<file path="config.mk">
export PLATFORM = sky130hd
export DESIGN_NAME = tpw_bank
export DESIGN_NICKNAME = d
export VERILOG_FILES = /design/src/rtl/tpw_pkg.sv /design/src/rtl/tpw_bank.sv /design/src/rtl/tpw_nvm.sv /design/src/rtl/tpw_trip.sv
export SDC_FILE = /design/constraint.sdc
export NUM_CORES = 1
export LEC_CHECK = 0
export ABC_CLOCK_PERIOD_IN_PS = 5300
export BUFFER_PORTS_ARGS = -buffer_cell sky130_fd_sc_hd__buf_2
export CORE_UTILIZATION = 25
export DETAILED_ROUTE_END_ITERATION = 10
export HOLD_SLACK_MARGIN = 0.12
export PLACE_DENSITY_LB_ADDON = 0.2
export SETUP_SLACK_MARGIN = 0.02
export SKIP_LAST_GASP = 1
export SYNTH_ARGS = -nofsm -noshare
export SYNTH_HDL_FRONTEND = slang
export SYNTH_SLANG_ARGS = --single-unit
</file>
<file path="constraint.sdc">
create_clock -name core_clk -period 5.3 [get_ports core_clk]
set_input_delay 1.06 -clock core_clk [delete_from_list [all_inputs] [get_ports core_clk]]
set_output_delay 1.06 -clock core_clk [all_outputs]
set_load 0.05 [all_outputs]
</file>
<file path="src/rtl/tpw_pkg.sv">
// constants for the threshold, identity and write-protect register bank
package tpw_pkg;
  localparam logic [7:0] TBL_CFG = 8'h04;
  localparam logic [7:0] TBL_CFG_LEG = 8'h01;
  localparam logic [7:0] TBL_USR = 8'h01;
  localparam logic [7:0] TBL_USR_LEG = 8'h00;
  localparam logic [7:0] TBL_DEV = 8'h05;
  localparam logic [7:0] TBL_EXT_A = 8'h02;
  localparam logic [7:0] TBL_EXT_B = 8'h03;
  localparam logic [7:0] OFS_ID_HI = 8'hc0;
  localparam logic [7:0] OFS_ID_LO = 8'hc1;
  localparam logic [7:0] OFS_REV = 8'hc2;
  localparam logic [7:0] OFS_WPE = 8'hd1;
  localparam logic [7:0] OFS_RPE = 8'hd2;
  localparam logic [7:0] OFS_PW = 8'hd3;
  localparam logic [7:0] OFS_CTRL = 8'hda;
  localparam logic [7:0] OFS_HTX = 8'hdb;
  localparam logic [7:0] OFS_LTX = 8'hdc;
  localparam logic [7:0] OFS_LOS = 8'hdd;
  localparam logic [7:0] UPPER_BASE = 8'h80;
  localparam logic [7:0] LOWER_HI = 8'h7a;
  localparam logic [7:0] DEVPW_LO = 8'hd0;
  localparam logic [7:0] DEVPW_HI = 8'hd6;
  localparam logic [7:0] MASK_LO = 8'hf8;
  localparam logic [7:0] CFG_HI = 8'hc7;
  localparam logic [7:0] USRHI_LO = 8'hf8;
  localparam int WP_DEVPW = 7;
  localparam int WP_MASK = 6;
  localparam int WP_CFG = 5;
  localparam int WP_USRHI = 4;
  localparam int WP_USRLO = 3;
  localparam int WP_LOWER = 2;
  localparam int WP_AUXUP = 1;
  localparam int WP_AUXLO = 0;
  localparam int CT_POL = 7;
  localparam int CT_EN_HTX = 6;
  localparam int CT_EN_HIGH_BIAS_ALARM = 5;
  localparam int CT_EN_LTX = 4;
  localparam logic [3:0] SLOT_WPE = 4'h0;
  localparam logic [3:0] SLOT_RPE = 4'h1;
  localparam logic [3:0] SLOT_PW = 4'h2;
  localparam logic [3:0] SLOT_CTRL = 4'h6;
  localparam logic [3:0] SLOT_HTX = 4'h7;
  localparam logic [3:0] SLOT_LTX = 4'h8;
  localparam logic [3:0] SLOT_LOS = 4'h9;
  localparam int NV_SLOTS = 10;
  localparam int NV_DEPTH = 16;
  localparam logic [3:0] SLOT_LAST = 4'h9;
  localparam logic [7:0] RST_WPE = 8'h00;
  localparam logic [7:0] RST_RPE = 8'h00;
  localparam logic [31:0] RST_PW = 32'h0000_0000;
  localparam logic [7:0] RST_CTRL = 8'h00;
  localparam logic [7:0] RST_HTX = 8'hff;
  localparam logic [7:0] RST_LTX = 8'h00;
  localparam logic [7:0] RST_LOS = 8'h00;
  localparam logic [NV_DEPTH*8-1:0] NV_FACTORY = {48'h0, RST_LOS, RST_LTX, RST_HTX, RST_CTRL,
                                                  RST_PW[7:0], RST_PW[15:8], RST_PW[23:16], RST_PW[31:24],
                                                  RST_RPE, RST_WPE};
  typedef enum {TPW_LD_REQ, TPW_LD_TAKE, TPW_RUN} tpw_state_e;
endpackage : tpw_pkg

</file>
<file path="src/rtl/tpw_bank.sv">
// threshold, identity and write-protect register bank with cutoff logic
`timescale 1ns/10ps
`default_nettype none
module tpw_bank
  import tpw_pkg::*;
#(
  parameter logic [15:0] DEVICE_IDENTIFIER = 16'h5a3c, // arbitrary value
  parameter logic [7:0] REVISION = 8'h01, // arbitrary value
  parameter int MEAS_W = 16
) (
  input wire logic core_clk,
  input wire logic rst,
  input wire logic legacy_layout,
  input wire logic acc_valid,
  output logic acc_ready,
  input wire logic acc_write,
  input wire logic acc_a2,
  input wire logic [7:0] acc_table,
  input wire logic [7:0] acc_addr,
  input wire logic [7:0] acc_wdata,
  output logic acc_ack,
  output logic [7:0] acc_rdata,
  output logic acc_hit,
  output logic acc_wr_ok,
  input wire logic pw1_granted,
  input wire logic [MEAS_W-1:0] tx_power_meas,
  input wire logic [MEAS_W-1:0] rx_power_meas,
  input wire logic high_bias_alarm,
  output logic tx_high_trip,
  output logic tx_low_trip,
  output logic rx_signal_lost,
  output logic laser_cutoff_output,
  output logic [7:0] level1_read_protect_enables,
  output logic [31:0] first_level_password
);
  tpw_state_e state_reg;
  logic [3:0] ld_idx_reg;
  logic [7:0] work_reg [NV_SLOTS];
  logic [7:0] nv_rdata;
  logic nv_we;
  logic [3:0] nv_raddr;
  logic take;
  logic in_slot;
  logic [3:0] slot;
  logic guarded;
  logic wr_ok;
  logic store;
  logic [7:0] rd_byte;
  logic shut;
  logic [7:0] level1_write_protect_enables;
  logic [7:0] control_byte;
  logic [7:0] tx_power_upper_limit;
  logic [7:0] tx_power_lower_limit;
  logic [7:0] rx_signal_loss_limit;

  assign level1_write_protect_enables = work_reg[SLOT_WPE];
  assign control_byte = work_reg[SLOT_CTRL];
  assign tx_power_upper_limit = work_reg[SLOT_HTX];
  assign tx_power_lower_limit = work_reg[SLOT_LTX];
  assign rx_signal_loss_limit = work_reg[SLOT_LOS];

  // write-protect decode over the whole memory space of both slave addresses
  function automatic logic wr_guarded(input logic a2, input logic [7:0] tbl,
                                      input logic [7:0] addr, input logic legacy,
                                      input logic [7:0] wpe);
    logic [7:0] cfg_t;
    logic [7:0] usr_t;
    logic p;
    cfg_t = legacy ? TBL_CFG_LEG : TBL_CFG;
    usr_t = legacy ? TBL_USR_LEG : TBL_USR;
    p = 1'b0;
    if (!a2) begin
      p = (addr >= UPPER_BASE) ? wpe[WP_AUXUP] : wpe[WP_AUXLO];
    end else if (addr < UPPER_BASE) begin
      p = (addr <= LOWER_HI) && wpe[WP_LOWER];
    end else if (tbl == TBL_DEV) begin
      if (addr >= DEVPW_LO && addr <= DEVPW_HI) begin
        p = wpe[WP_DEVPW];
      end else if (addr >= MASK_LO) begin
        p = wpe[WP_MASK];
      end
    end else if ((tbl == cfg_t || tbl == TBL_EXT_A || tbl == TBL_EXT_B) && addr <= CFG_HI) begin
      p = wpe[WP_CFG];
    end else if (tbl == usr_t) begin
      p = (addr >= USRHI_LO) ? wpe[WP_USRHI] : wpe[WP_USRLO];
    end
    return p;
  endfunction : wr_guarded

  // power-up copy of the shadowed bytes; access held off until it ends
  always_ff @(posedge core_clk) begin
    if (rst) begin
      state_reg <= TPW_LD_REQ;
      ld_idx_reg <= 4'h0;
    end else begin
      case (state_reg)
        TPW_LD_REQ: begin
          state_reg <= TPW_LD_TAKE;
        end
        TPW_LD_TAKE: begin
          if (ld_idx_reg == SLOT_LAST) begin
            state_reg <= TPW_RUN;
          end else begin
            ld_idx_reg <= ld_idx_reg + 4'h1;
            state_reg <= TPW_LD_REQ;
          end
        end
        TPW_RUN: begin
          state_reg <= TPW_RUN;
        end
        default: begin
          state_reg <= TPW_LD_REQ;
        end
      endcase
    end
  end

  assign acc_ready = (state_reg == TPW_RUN);
  assign take = acc_valid && acc_ready;
  assign nv_raddr = ld_idx_reg;

  // which shadowed slot, if any, the access addresses
  always_comb begin
    in_slot = 1'b0;
    slot = SLOT_WPE;
    if (acc_a2 && acc_addr >= UPPER_BASE) begin
      if (acc_table == TBL_DEV) begin
        if (acc_addr >= OFS_WPE && acc_addr <= DEVPW_HI) begin
          in_slot = 1'b1;
          slot = 4'(acc_addr - OFS_WPE);
        end
      end else if (acc_table == (legacy_layout ? TBL_CFG_LEG : TBL_CFG)) begin
        if (acc_addr >= OFS_CTRL && acc_addr <= OFS_LOS) begin
          in_slot = 1'b1;
          slot = 4'(acc_addr - OFS_CTRL + 8'(SLOT_CTRL));
        end
      end
    end
  end

  assign guarded = wr_guarded(acc_a2, acc_table, acc_addr, legacy_layout,
                              level1_write_protect_enables);
  assign wr_ok = take && acc_write && (!guarded || pw1_granted);
  // refused writes fall through here and touch nothing
  assign store = wr_ok && in_slot;
  assign nv_we = store;

  tpw_nvm #(
    .WIDTH(8),
    .DEPTH(NV_DEPTH),
    .AW(4),
    .INIT(NV_FACTORY)
  ) u_nvm (
    .core_clk(core_clk),
    .we(nv_we),
    .waddr(slot),
    .wdata(acc_wdata),
    .raddr(nv_raddr),
    .rdata(nv_rdata)
  );

  // working copies: factory values in reset, then nvm image, then host writes
  always_ff @(posedge core_clk) begin
    if (rst) begin
      work_reg[SLOT_WPE] <= RST_WPE;
      work_reg[SLOT_RPE] <= RST_RPE;
      work_reg[SLOT_PW] <= RST_PW[31:24];
      work_reg[SLOT_PW+4'h1] <= RST_PW[23:16];
      work_reg[SLOT_PW+4'h2] <= RST_PW[15:8];
      work_reg[SLOT_PW+4'h3] <= RST_PW[7:0];
      work_reg[SLOT_CTRL] <= RST_CTRL;
      work_reg[SLOT_HTX] <= RST_HTX;
      work_reg[SLOT_LTX] <= RST_LTX;
      work_reg[SLOT_LOS] <= RST_LOS;
    end else if (state_reg == TPW_LD_TAKE) begin
      work_reg[ld_idx_reg] <= nv_rdata;
    end else if (store) begin
      work_reg[slot] <= acc_wdata;
    end
  end

  // read mux; identity bytes are constants so writes cannot reach them
  always_comb begin
    rd_byte = 8'h00;
    if (in_slot) begin
      rd_byte = work_reg[slot];
    end else if (acc_a2 && acc_table == TBL_DEV) begin
      if (acc_addr == OFS_ID_HI) begin
        rd_byte = DEVICE_IDENTIFIER[15:8];
      end else if (acc_addr == OFS_ID_LO) begin
        rd_byte = DEVICE_IDENTIFIER[7:0];
      end else if (acc_addr == OFS_REV) begin
        rd_byte = REVISION;
      end
    end
  end

  always_ff @(posedge core_clk) begin
    if (rst) begin
      acc_ack <= 1'b0;
      acc_rdata <= 8'h00;
      acc_hit <= 1'b0;
      acc_wr_ok <= 1'b0;
    end else begin
      acc_ack <= take;
      acc_wr_ok <= wr_ok;
      if (take) begin
        acc_rdata <= acc_write ? 8'h00 : rd_byte;
        acc_hit <= in_slot || (acc_a2 && acc_table == TBL_DEV &&
                   acc_addr >= OFS_ID_HI && acc_addr <= OFS_REV);
      end
    end
  end

  assign level1_read_protect_enables = work_reg[SLOT_RPE];
  assign first_level_password = {work_reg[SLOT_PW], work_reg[SLOT_PW+4'h1],
                                 work_reg[SLOT_PW+4'h2], work_reg[SLOT_PW+4'h3]};

  // trips stay low until the real thresholds are loaded
  tpw_trip #(.MEAS_W(MEAS_W), .THR_W(8), .ABOVE(1'b1)) u_htx (
    .core_clk(core_clk),
    .rst(rst),
    .enable(acc_ready),
    .meas(tx_power_meas),
    .limit(tx_power_upper_limit),
    .trip(tx_high_trip)
  );

  tpw_trip #(.MEAS_W(MEAS_W), .THR_W(8), .ABOVE(1'b0)) u_ltx (
    .core_clk(core_clk),
    .rst(rst),
    .enable(acc_ready),
    .meas(tx_power_meas),
    .limit(tx_power_lower_limit),
    .trip(tx_low_trip)
  );

  tpw_trip #(.MEAS_W(MEAS_W), .THR_W(8), .ABOVE(1'b0)) u_los (
    .core_clk(core_clk),
    .rst(rst),
    .enable(acc_ready),
    .meas(rx_power_meas),
    .limit(rx_signal_loss_limit),
    .trip(rx_signal_lost)
  );

  assign shut = (tx_high_trip && control_byte[CT_EN_HTX]) ||
                (high_bias_alarm && control_byte[CT_EN_HIGH_BIAS_ALARM]) ||
                (tx_low_trip && control_byte[CT_EN_LTX]);

  // polarity 0 is the reset value, so the pin idles high from reset
  always_ff @(posedge core_clk) begin
    if (rst) begin
      laser_cutoff_output <= 1'b1;
    end else begin
      laser_cutoff_output <= control_byte[CT_POL] ? shut : !shut;
    end
  end

  property p_id_read;
    @(posedge core_clk) disable iff (rst)
    take && !acc_write && acc_a2 && acc_table == TBL_DEV && acc_addr == OFS_ID_HI
    |=> acc_ack && acc_rdata == DEVICE_IDENTIFIER[15:8];
  endproperty
  a_id_read: assert property (p_id_read)
    else $error("identity high byte read wrong");

  property p_rev_read;
    @(posedge core_clk) disable iff (rst)
    take && !acc_write && acc_a2 && acc_table == TBL_DEV && acc_addr == OFS_REV
    |=> acc_rdata == REVISION && acc_hit;
  endproperty
  a_rev_read: assert property (p_rev_read)
    else $error("revision byte read wrong");

  property p_htx_trip;
    @(posedge core_clk) disable iff (rst)
    acc_ready && tx_power_meas[MEAS_W-1 -: 8] > tx_power_upper_limit |=> tx_high_trip;
  endproperty
  a_htx_trip: assert property (p_htx_trip)
    else $error("high tx power trip missed");

  property p_ltx_trip;
    @(posedge core_clk) disable iff (rst)
    acc_ready && tx_power_meas[MEAS_W-1 -: 8] >= tx_power_lower_limit |=> !tx_low_trip;
  endproperty
  a_ltx_trip: assert property (p_ltx_trip)
    else $error("low tx power trip false");

  property p_los_trip;
    @(posedge core_clk) disable iff (rst)
    acc_ready && rx_power_meas[MEAS_W-1 -: 8] < rx_signal_loss_limit |=> rx_signal_lost;
  endproperty
  a_los_trip: assert property (p_los_trip)
    else $error("signal loss trip missed");

  property p_guard_keeps;
    @(posedge core_clk) disable iff (rst)
    take && acc_write && in_slot && guarded && !pw1_granted
    |=> work_reg[$past(slot)] == $past(work_reg[slot]) && acc_ack && !acc_wr_ok;
  endproperty
  a_guard_keeps: assert property (p_guard_keeps)
    else $error("guarded write changed a register");

  property p_aux_lo_guard;
    @(posedge core_clk) disable iff (rst)
    take && acc_write && !acc_a2 && acc_addr < UPPER_BASE &&
    level1_write_protect_enables[WP_AUXLO] && !pw1_granted |=> !acc_wr_ok;
  endproperty
  a_aux_lo_guard: assert property (p_aux_lo_guard)
    else $error("aux low write passed while guarded");

  property p_write_both;
    @(posedge core_clk) disable iff (rst)
    take && acc_write && in_slot && !guarded
    |-> nv_we ##1 work_reg[$past(slot)] == $past(acc_wdata);
  endproperty
  a_write_both: assert property (p_write_both)
    else $error("open write did not reach both copies");

  property p_load_hold;
    @(posedge core_clk)
    rst ##1 !rst |-> !acc_ready [*8];
  endproperty
  a_load_hold: assert property (p_load_hold)
    else $error("access opened before load finished");

  property p_cutoff;
    @(posedge core_clk) disable iff (rst)
    tx_high_trip && control_byte[CT_EN_HTX] ##1 $stable(control_byte)
    |-> laser_cutoff_output == control_byte[CT_POL];
  endproperty
  a_cutoff: assert property (p_cutoff)
    else $error("cutoff level wrong on high power trip");
endmodule : tpw_bank
`default_nettype wire

</file>
<file path="src/rtl/tpw_nvm.sv">
// nonvolatile byte store behind the shadowed registers
`timescale 1ns/10ps
`default_nettype none
module tpw_nvm #(
  parameter int WIDTH = 8,
  parameter int DEPTH = 16,
  parameter int AW = 4,
  parameter logic [DEPTH*WIDTH-1:0] INIT = '0
) (
  input wire logic core_clk,
  input wire logic we,
  input wire logic [AW-1:0] waddr,
  input wire logic [WIDTH-1:0] wdata,
  input wire logic [AW-1:0] raddr,
  output logic [WIDTH-1:0] rdata
);
  logic [WIDTH-1:0] mem [DEPTH];

  // contents as programmed at manufacture; survives rst by design
  initial begin
    for (int i = 0; i < DEPTH; i++) begin
      mem[i] = INIT[i*WIDTH +: WIDTH];
    end
  end

  always_ff @(posedge core_clk) begin
    if (we) begin
      mem[waddr] <= wdata;
    end
  end

  always_ff @(posedge core_clk) begin
    rdata <= mem[raddr];
  end
endmodule : tpw_nvm
`default_nettype wire

</file>
<file path="src/rtl/tpw_trip.sv">
// fast-trip comparator on the top byte of a measurement
`timescale 1ns/10ps
`default_nettype none
module tpw_trip #(
  parameter int MEAS_W = 16,
  parameter int THR_W = 8,
  parameter bit ABOVE = 1'b1
) (
  input wire logic core_clk,
  input wire logic rst,
  input wire logic enable,
  input wire logic [MEAS_W-1:0] meas,
  input wire logic [THR_W-1:0] limit,
  output logic trip
);
  logic [THR_W-1:0] meas_top;

  assign meas_top = meas[MEAS_W-1 -: THR_W];

  always_ff @(posedge core_clk) begin
    if (rst || !enable) begin
      trip <= 1'b0;
    end else begin
      trip <= ABOVE ? (meas_top > limit) : (meas_top < limit);
    end
  end
endmodule : tpw_trip
`default_nettype wire

</file>
======== Yosys cells after proc, flatten, opt, wreduce, memory -nomap -nowiden ========
Memory sizes are Yosys's and may differ from the RTL's. A register that Yosys moved wholly into a read port is not among the register bits.
Index checks and enable logic that the tools add are counted.
Widths: inputs -> output; s select.
operators by class
  order comparisons ....................... 15
  bitwise logic cells ..................... 1
  muxes and demuxes ....................... 46
  eq/ne operators ......................... 13
  reductions and logical operators ........ 30
  add/subtract/negate cells ............... 4
operators with widths
  operator             number
  $eq 32x2->1 const B  2
  $ge 8x8->1 const B   6
  $eq 32x1->1 const B  1
  $eq 32x3->1 const B  1
  $le 8x8->1 const B   4
  $logic_not 32->1     1
  $mux 8               4
  $mux 1               29
  $mux 4               7
  $eq 8x8->1 const B   3
  $eq 8x2->1 const B   2
  $logic_and 1x1->1    16
  $lt 8x8->1           2
  $reduce_or 8->1      2
  $mux 7               2
  $eq 8x1->1           1
  $eq 8x3->1           1
  $eq 8x3->1 const B   1
  $gt 8x8->1           1
  $le 8x7->1 const B   1
  $lt 8x8->1 const B   1
  $logic_or 1x1->1     7
  $mux 6               1
  $pmux 2 s3           1
  other kinds (10)     12
storage, ports and cells
  memories kept ........................... 2
  output and inout bits ................... 56
  bits of input ports ..................... 64
  word-level logic and storage cells ...... 121
  memory bits (writable) .................. 208
  register bits ........................... 51
memories
  memory     depth  bits a word  rd ports  clocked after memory_dff  write ports  line            text
  u_nvm.mem  16     8            1         1                         1            tpw_nvm.sv:17   logic [WIDTH-1:0] mem [DEPTH];
  work_reg   10     8            11        0                         10           tpw_bank.sv:38  logic [7:0] work_reg [NV_SLOTS];

======== Logic depth before layout (Yosys ltp) ========
  depth after elaboration ................. 19
  mapped depth ............................ 14
  mapped depth without buffers ............ 10

======== By module ========
Synthesis repeated with hierarchy kept, for this count alone.
second synthesis, totals
  cells, all modules ...................... 997
  area, all modules ....................... 13454.2 um2
by module, submodules not included
  module                 sequential area each (um2)  area each (um2)  cells an instance  times used
  tpw_bank               4204.0                      7647.3           684                1
  tpw_nvm                4003.8                      5147.4           229                1
  tpw_trip at u_los ...  20.0                        209.0            27                 2
  tpw_trip at u_htx      20.0                        241.5            30                 1

======== Least setup slack after synthesis ========
Ideal clock, no wire load.
  path type ............................... input to register
  start point ............................. input port acc_addr[1]
  end point ............................... memory work_reg[6][0], enable pin
  stages .................................. 11
  library setup time ...................... 0.319 ns
  buffers on the path ..................... 1
  slack ................................... 1.304 ns
  required time ........................... 4.981 ns
  arrival time ............................ 3.677 ns
  cell sequence ........................... clkbuf_1 inv_1 ha_1 or3b_2 o221ai_1 o21ai_1 nand2_2 or3_1 nor2_4 o221ai_1 nand2b_1
RTL lines
  element      line            text
  from (decl)  tpw_bank.sv:19  input wire logic [7:0] acc_addr,
  to (decl)    tpw_bank.sv:38

==> run metrics <==
status=completed; dpl cell area=about 15000 um2; DRT iter0 DRCs=822; CTS tree=built; period utilization=0.8050; synthesis-to-layout area growth=20.78%; first-pass GRT wire length=61170 um; critical path buffer and inverter count=2; Top Ports=120; CP Class=in -> reg; FILL cells=5231; Synth area leader=edfxtp_1; Hold/Removal Path Class=reg -> reg; static leakage=0.005522 uW; Vias=9058; Gate power share=0.071; Post-synth ARST share=0; design area=15960 um2; Pre-antenna DRT Iters=5; Top Family by Delay on Critical Path=compound AO/OA/AOI/OAI gates; min cycle time layout=4267 ps; sequential area share after synthesis=0.6256; drt drc=0; H-tree depth=2; Startpoint Class=primary input; clock share of power=0.452; post-cts sizing count=0; Num CTS Buffers=34; WHS=around 450 ps; Mapped Nets=roughly 1100; CTS Buffer Depth=3; RR Endpoint=work_reg[4][0]; Synth cell types=80; power per cell area=about 330 nW/um2; Clock Latency Late Sink=between 500 and 600 ps; Final Net Count=around 1200; WHS Endpoint=state_reg[0]; Final Util=0.3086; R2R depth=7; VDD IR max=around 240 uV; Slew Limit Fails=0; initial core utilization=0.2555; worst clock skew=25.88 ps; worst-margin pin slew=1209 ps; relative slew slack=0.1907; GRT Util Overall=0.1578; crit path cell chain=buf_2 -> inv_2 -> ha_1 -> or3b_2 -> o221ai_1 -> o21ai_1 -> o211ai_1 -> o31ai_2 -> nand2_1 -> nand2b_1; WHS Path Cells=1; pin count of the biggest net entering global routing=27; Antenna Cells=0; switching share of total power=0.2335; CTS Hold Bufs=0; Port Buffer Count=slightly above 100; Die Y=231.9 um; gpl congestion=0.8776; Post-synth EDFFs=256; Internal Pwr Total=4054 uW; switching pwr=1235 uW; Sink Count=285; max incr delay on CP=610 ps; die width=about 230 um; Worst R2R Start=state_reg[1]; ratio of cells with drive above 1 in the final layout=0.2425; Max Clock Freq=234.4 MHz; CP max stage cell=o211ai_1; Synth top area share=0.5817; crit path capture type=register; critical path arrival=4470 ps; FP Rows=83; vias in the first global route=9016; Critical Path RT=5500 ps; post-CTS setup buffers=0; Overflow after GRT=0; crit path max fanout=11; initial antenna violation count=0; Synth Flop Type=edfxtp_1; DIE AREA=53780 um2; Cells after Synth=988; core area=between 50000 and 60000 um2; Routed Antenna Nets=0; Hold Fails Final Rpt=0; most area-consuming cells after synthesis=edfxtp_1, mux4_2, dfxtp_1, nor2_1, ha_1; Post-Syn Area=between 10000 and 15000 um2; detailed-route wire length=approximately 43000 um; DP HPWL=31440 um; Setup crit start=acc_addr[0]; Clock transition at path regs=60 ps; vias per std cell=between 4 and 5; flops & latches, synth=285; Finish-stage setup viols=0; wire per inst=23.22 um; Final Power=between 5000 and 6000 uW; RSZ-0062 raised after global routing=false; Setup TNS=0 ps; Mean Syn Cell Area=13.38 um2; Max Cap Viol=0; hold_sp=state_reg[1]; CTS root buf=clkbuf_16; Seq pwr share=0.477; flop2flop setup slack=1940 ps; warnings from Yosys=0
[power by group through the flow]
| stage | clock network, uW | registers (uW) | logic, uW |
|---|---|---|---|
| 5_1_grt | 2520 | 2530 | 407 |
| 4_1_cts | 2450 | 2520 | 381 |
| 6_report | 2390 | 2520 | 377 |
| 3_5_place_dp | 0 | 2570 | 380 |
| 3_3_place_gp | 0 | 2570 | 376 |
| 2_1_floorplan | 0 | 2580 | 201 |
[cells in the mapped netlist (8+ instances only)]
cell	instances
and2_1	8
ha_1	32
nor2b_1	8
mux2i_1	13
nand2b_1	23
clkbuf_1	35
nand3_1	18
o21ai_0	22
edfxtp_1	256
nor3_1	33
a22oi_1	19
or3_1	11
mux4_2	40
o22ai_1	45
a21o_1	19
inv_1	35
nor2_1	116
dfxtp_1	29
o221ai_1	14
nand2_1	42
a21oi_1	25
[how the worst max path moves through the flow]
stage          depth (start not counted)  slack [ps]             end
2_1_floorplan                         11        1300  work_reg[6][0]
3_3_place_gp                          11         640  work_reg[5][3]
3_5_place_dp                          10         580  work_reg[4][3]
4_1_cts                               10        1160  work_reg[4][3]
5_1_grt                               10         870  work_reg[5][3]
6_report                              10        1030  work_reg[4][0]
[through the flow]
stage	instances	setup WS [ps]
2_1_floorplan	988	1304
3_3_place_gp	1781	643.4
3_5_place_dp	1781	578.9
4_1_cts	1843	1162
5_1_grt	1843	866.1
6_report	1843	1033
[kinds of logic after synthesis]
family                   Yosys count  synth area share
adder cells (fa/ha/maj)           32           0.03030
AND/OR/NAND/NOR                  299            0.1130
buffers and inverters             83           0.02414
multiplexers                      58           0.08228
AO/OA/AOI/OAI                    223            0.1194
flip-flops                       285            0.6256
XOR/XNOR                           8          0.005302
[layer usage]
layer,GRT usage,share of wire,routed length [um],up-vias
li1,-,-,-,4184
met1,0.1990,0.42,17980,4518
met2,0.2684,0.49,21150,280
met3,0.02787,0.056,2378,76
met4,0.05859,0.030,1289,0
met5,0,0,0,-
[cell usage in the layout (no fill, tap or decap), types with 33 or more instances in the layout]
master	Yosys	layout
buf_2	6	103
buf_4	0	57
clkbuf_16	0	34
edfxtp_1	256	256
inv_1	35	35
mux4_2	40	40
nand2_1	42	42
nor2_1	116	116
nor3_1	33	33
o22ai_1	45	45
[layout make-up]
cell class | instances | area [um2] | share of cell area
clock buffers | 41 | 877.1 | 0.05495
clock inverters | 21 | 254.0 | 0.01591
inverters | 36 | 135.1 | 0.008466
multi-input cells | 620 | 4632 | 0.2902
flip-flops and latches | 285 | 8269 | 0.5181
well taps | 680 | 850.8 | 0.05330
repair buffers | 160 | 943.4 | 0.05910
(Power assumes the default switching activity.)
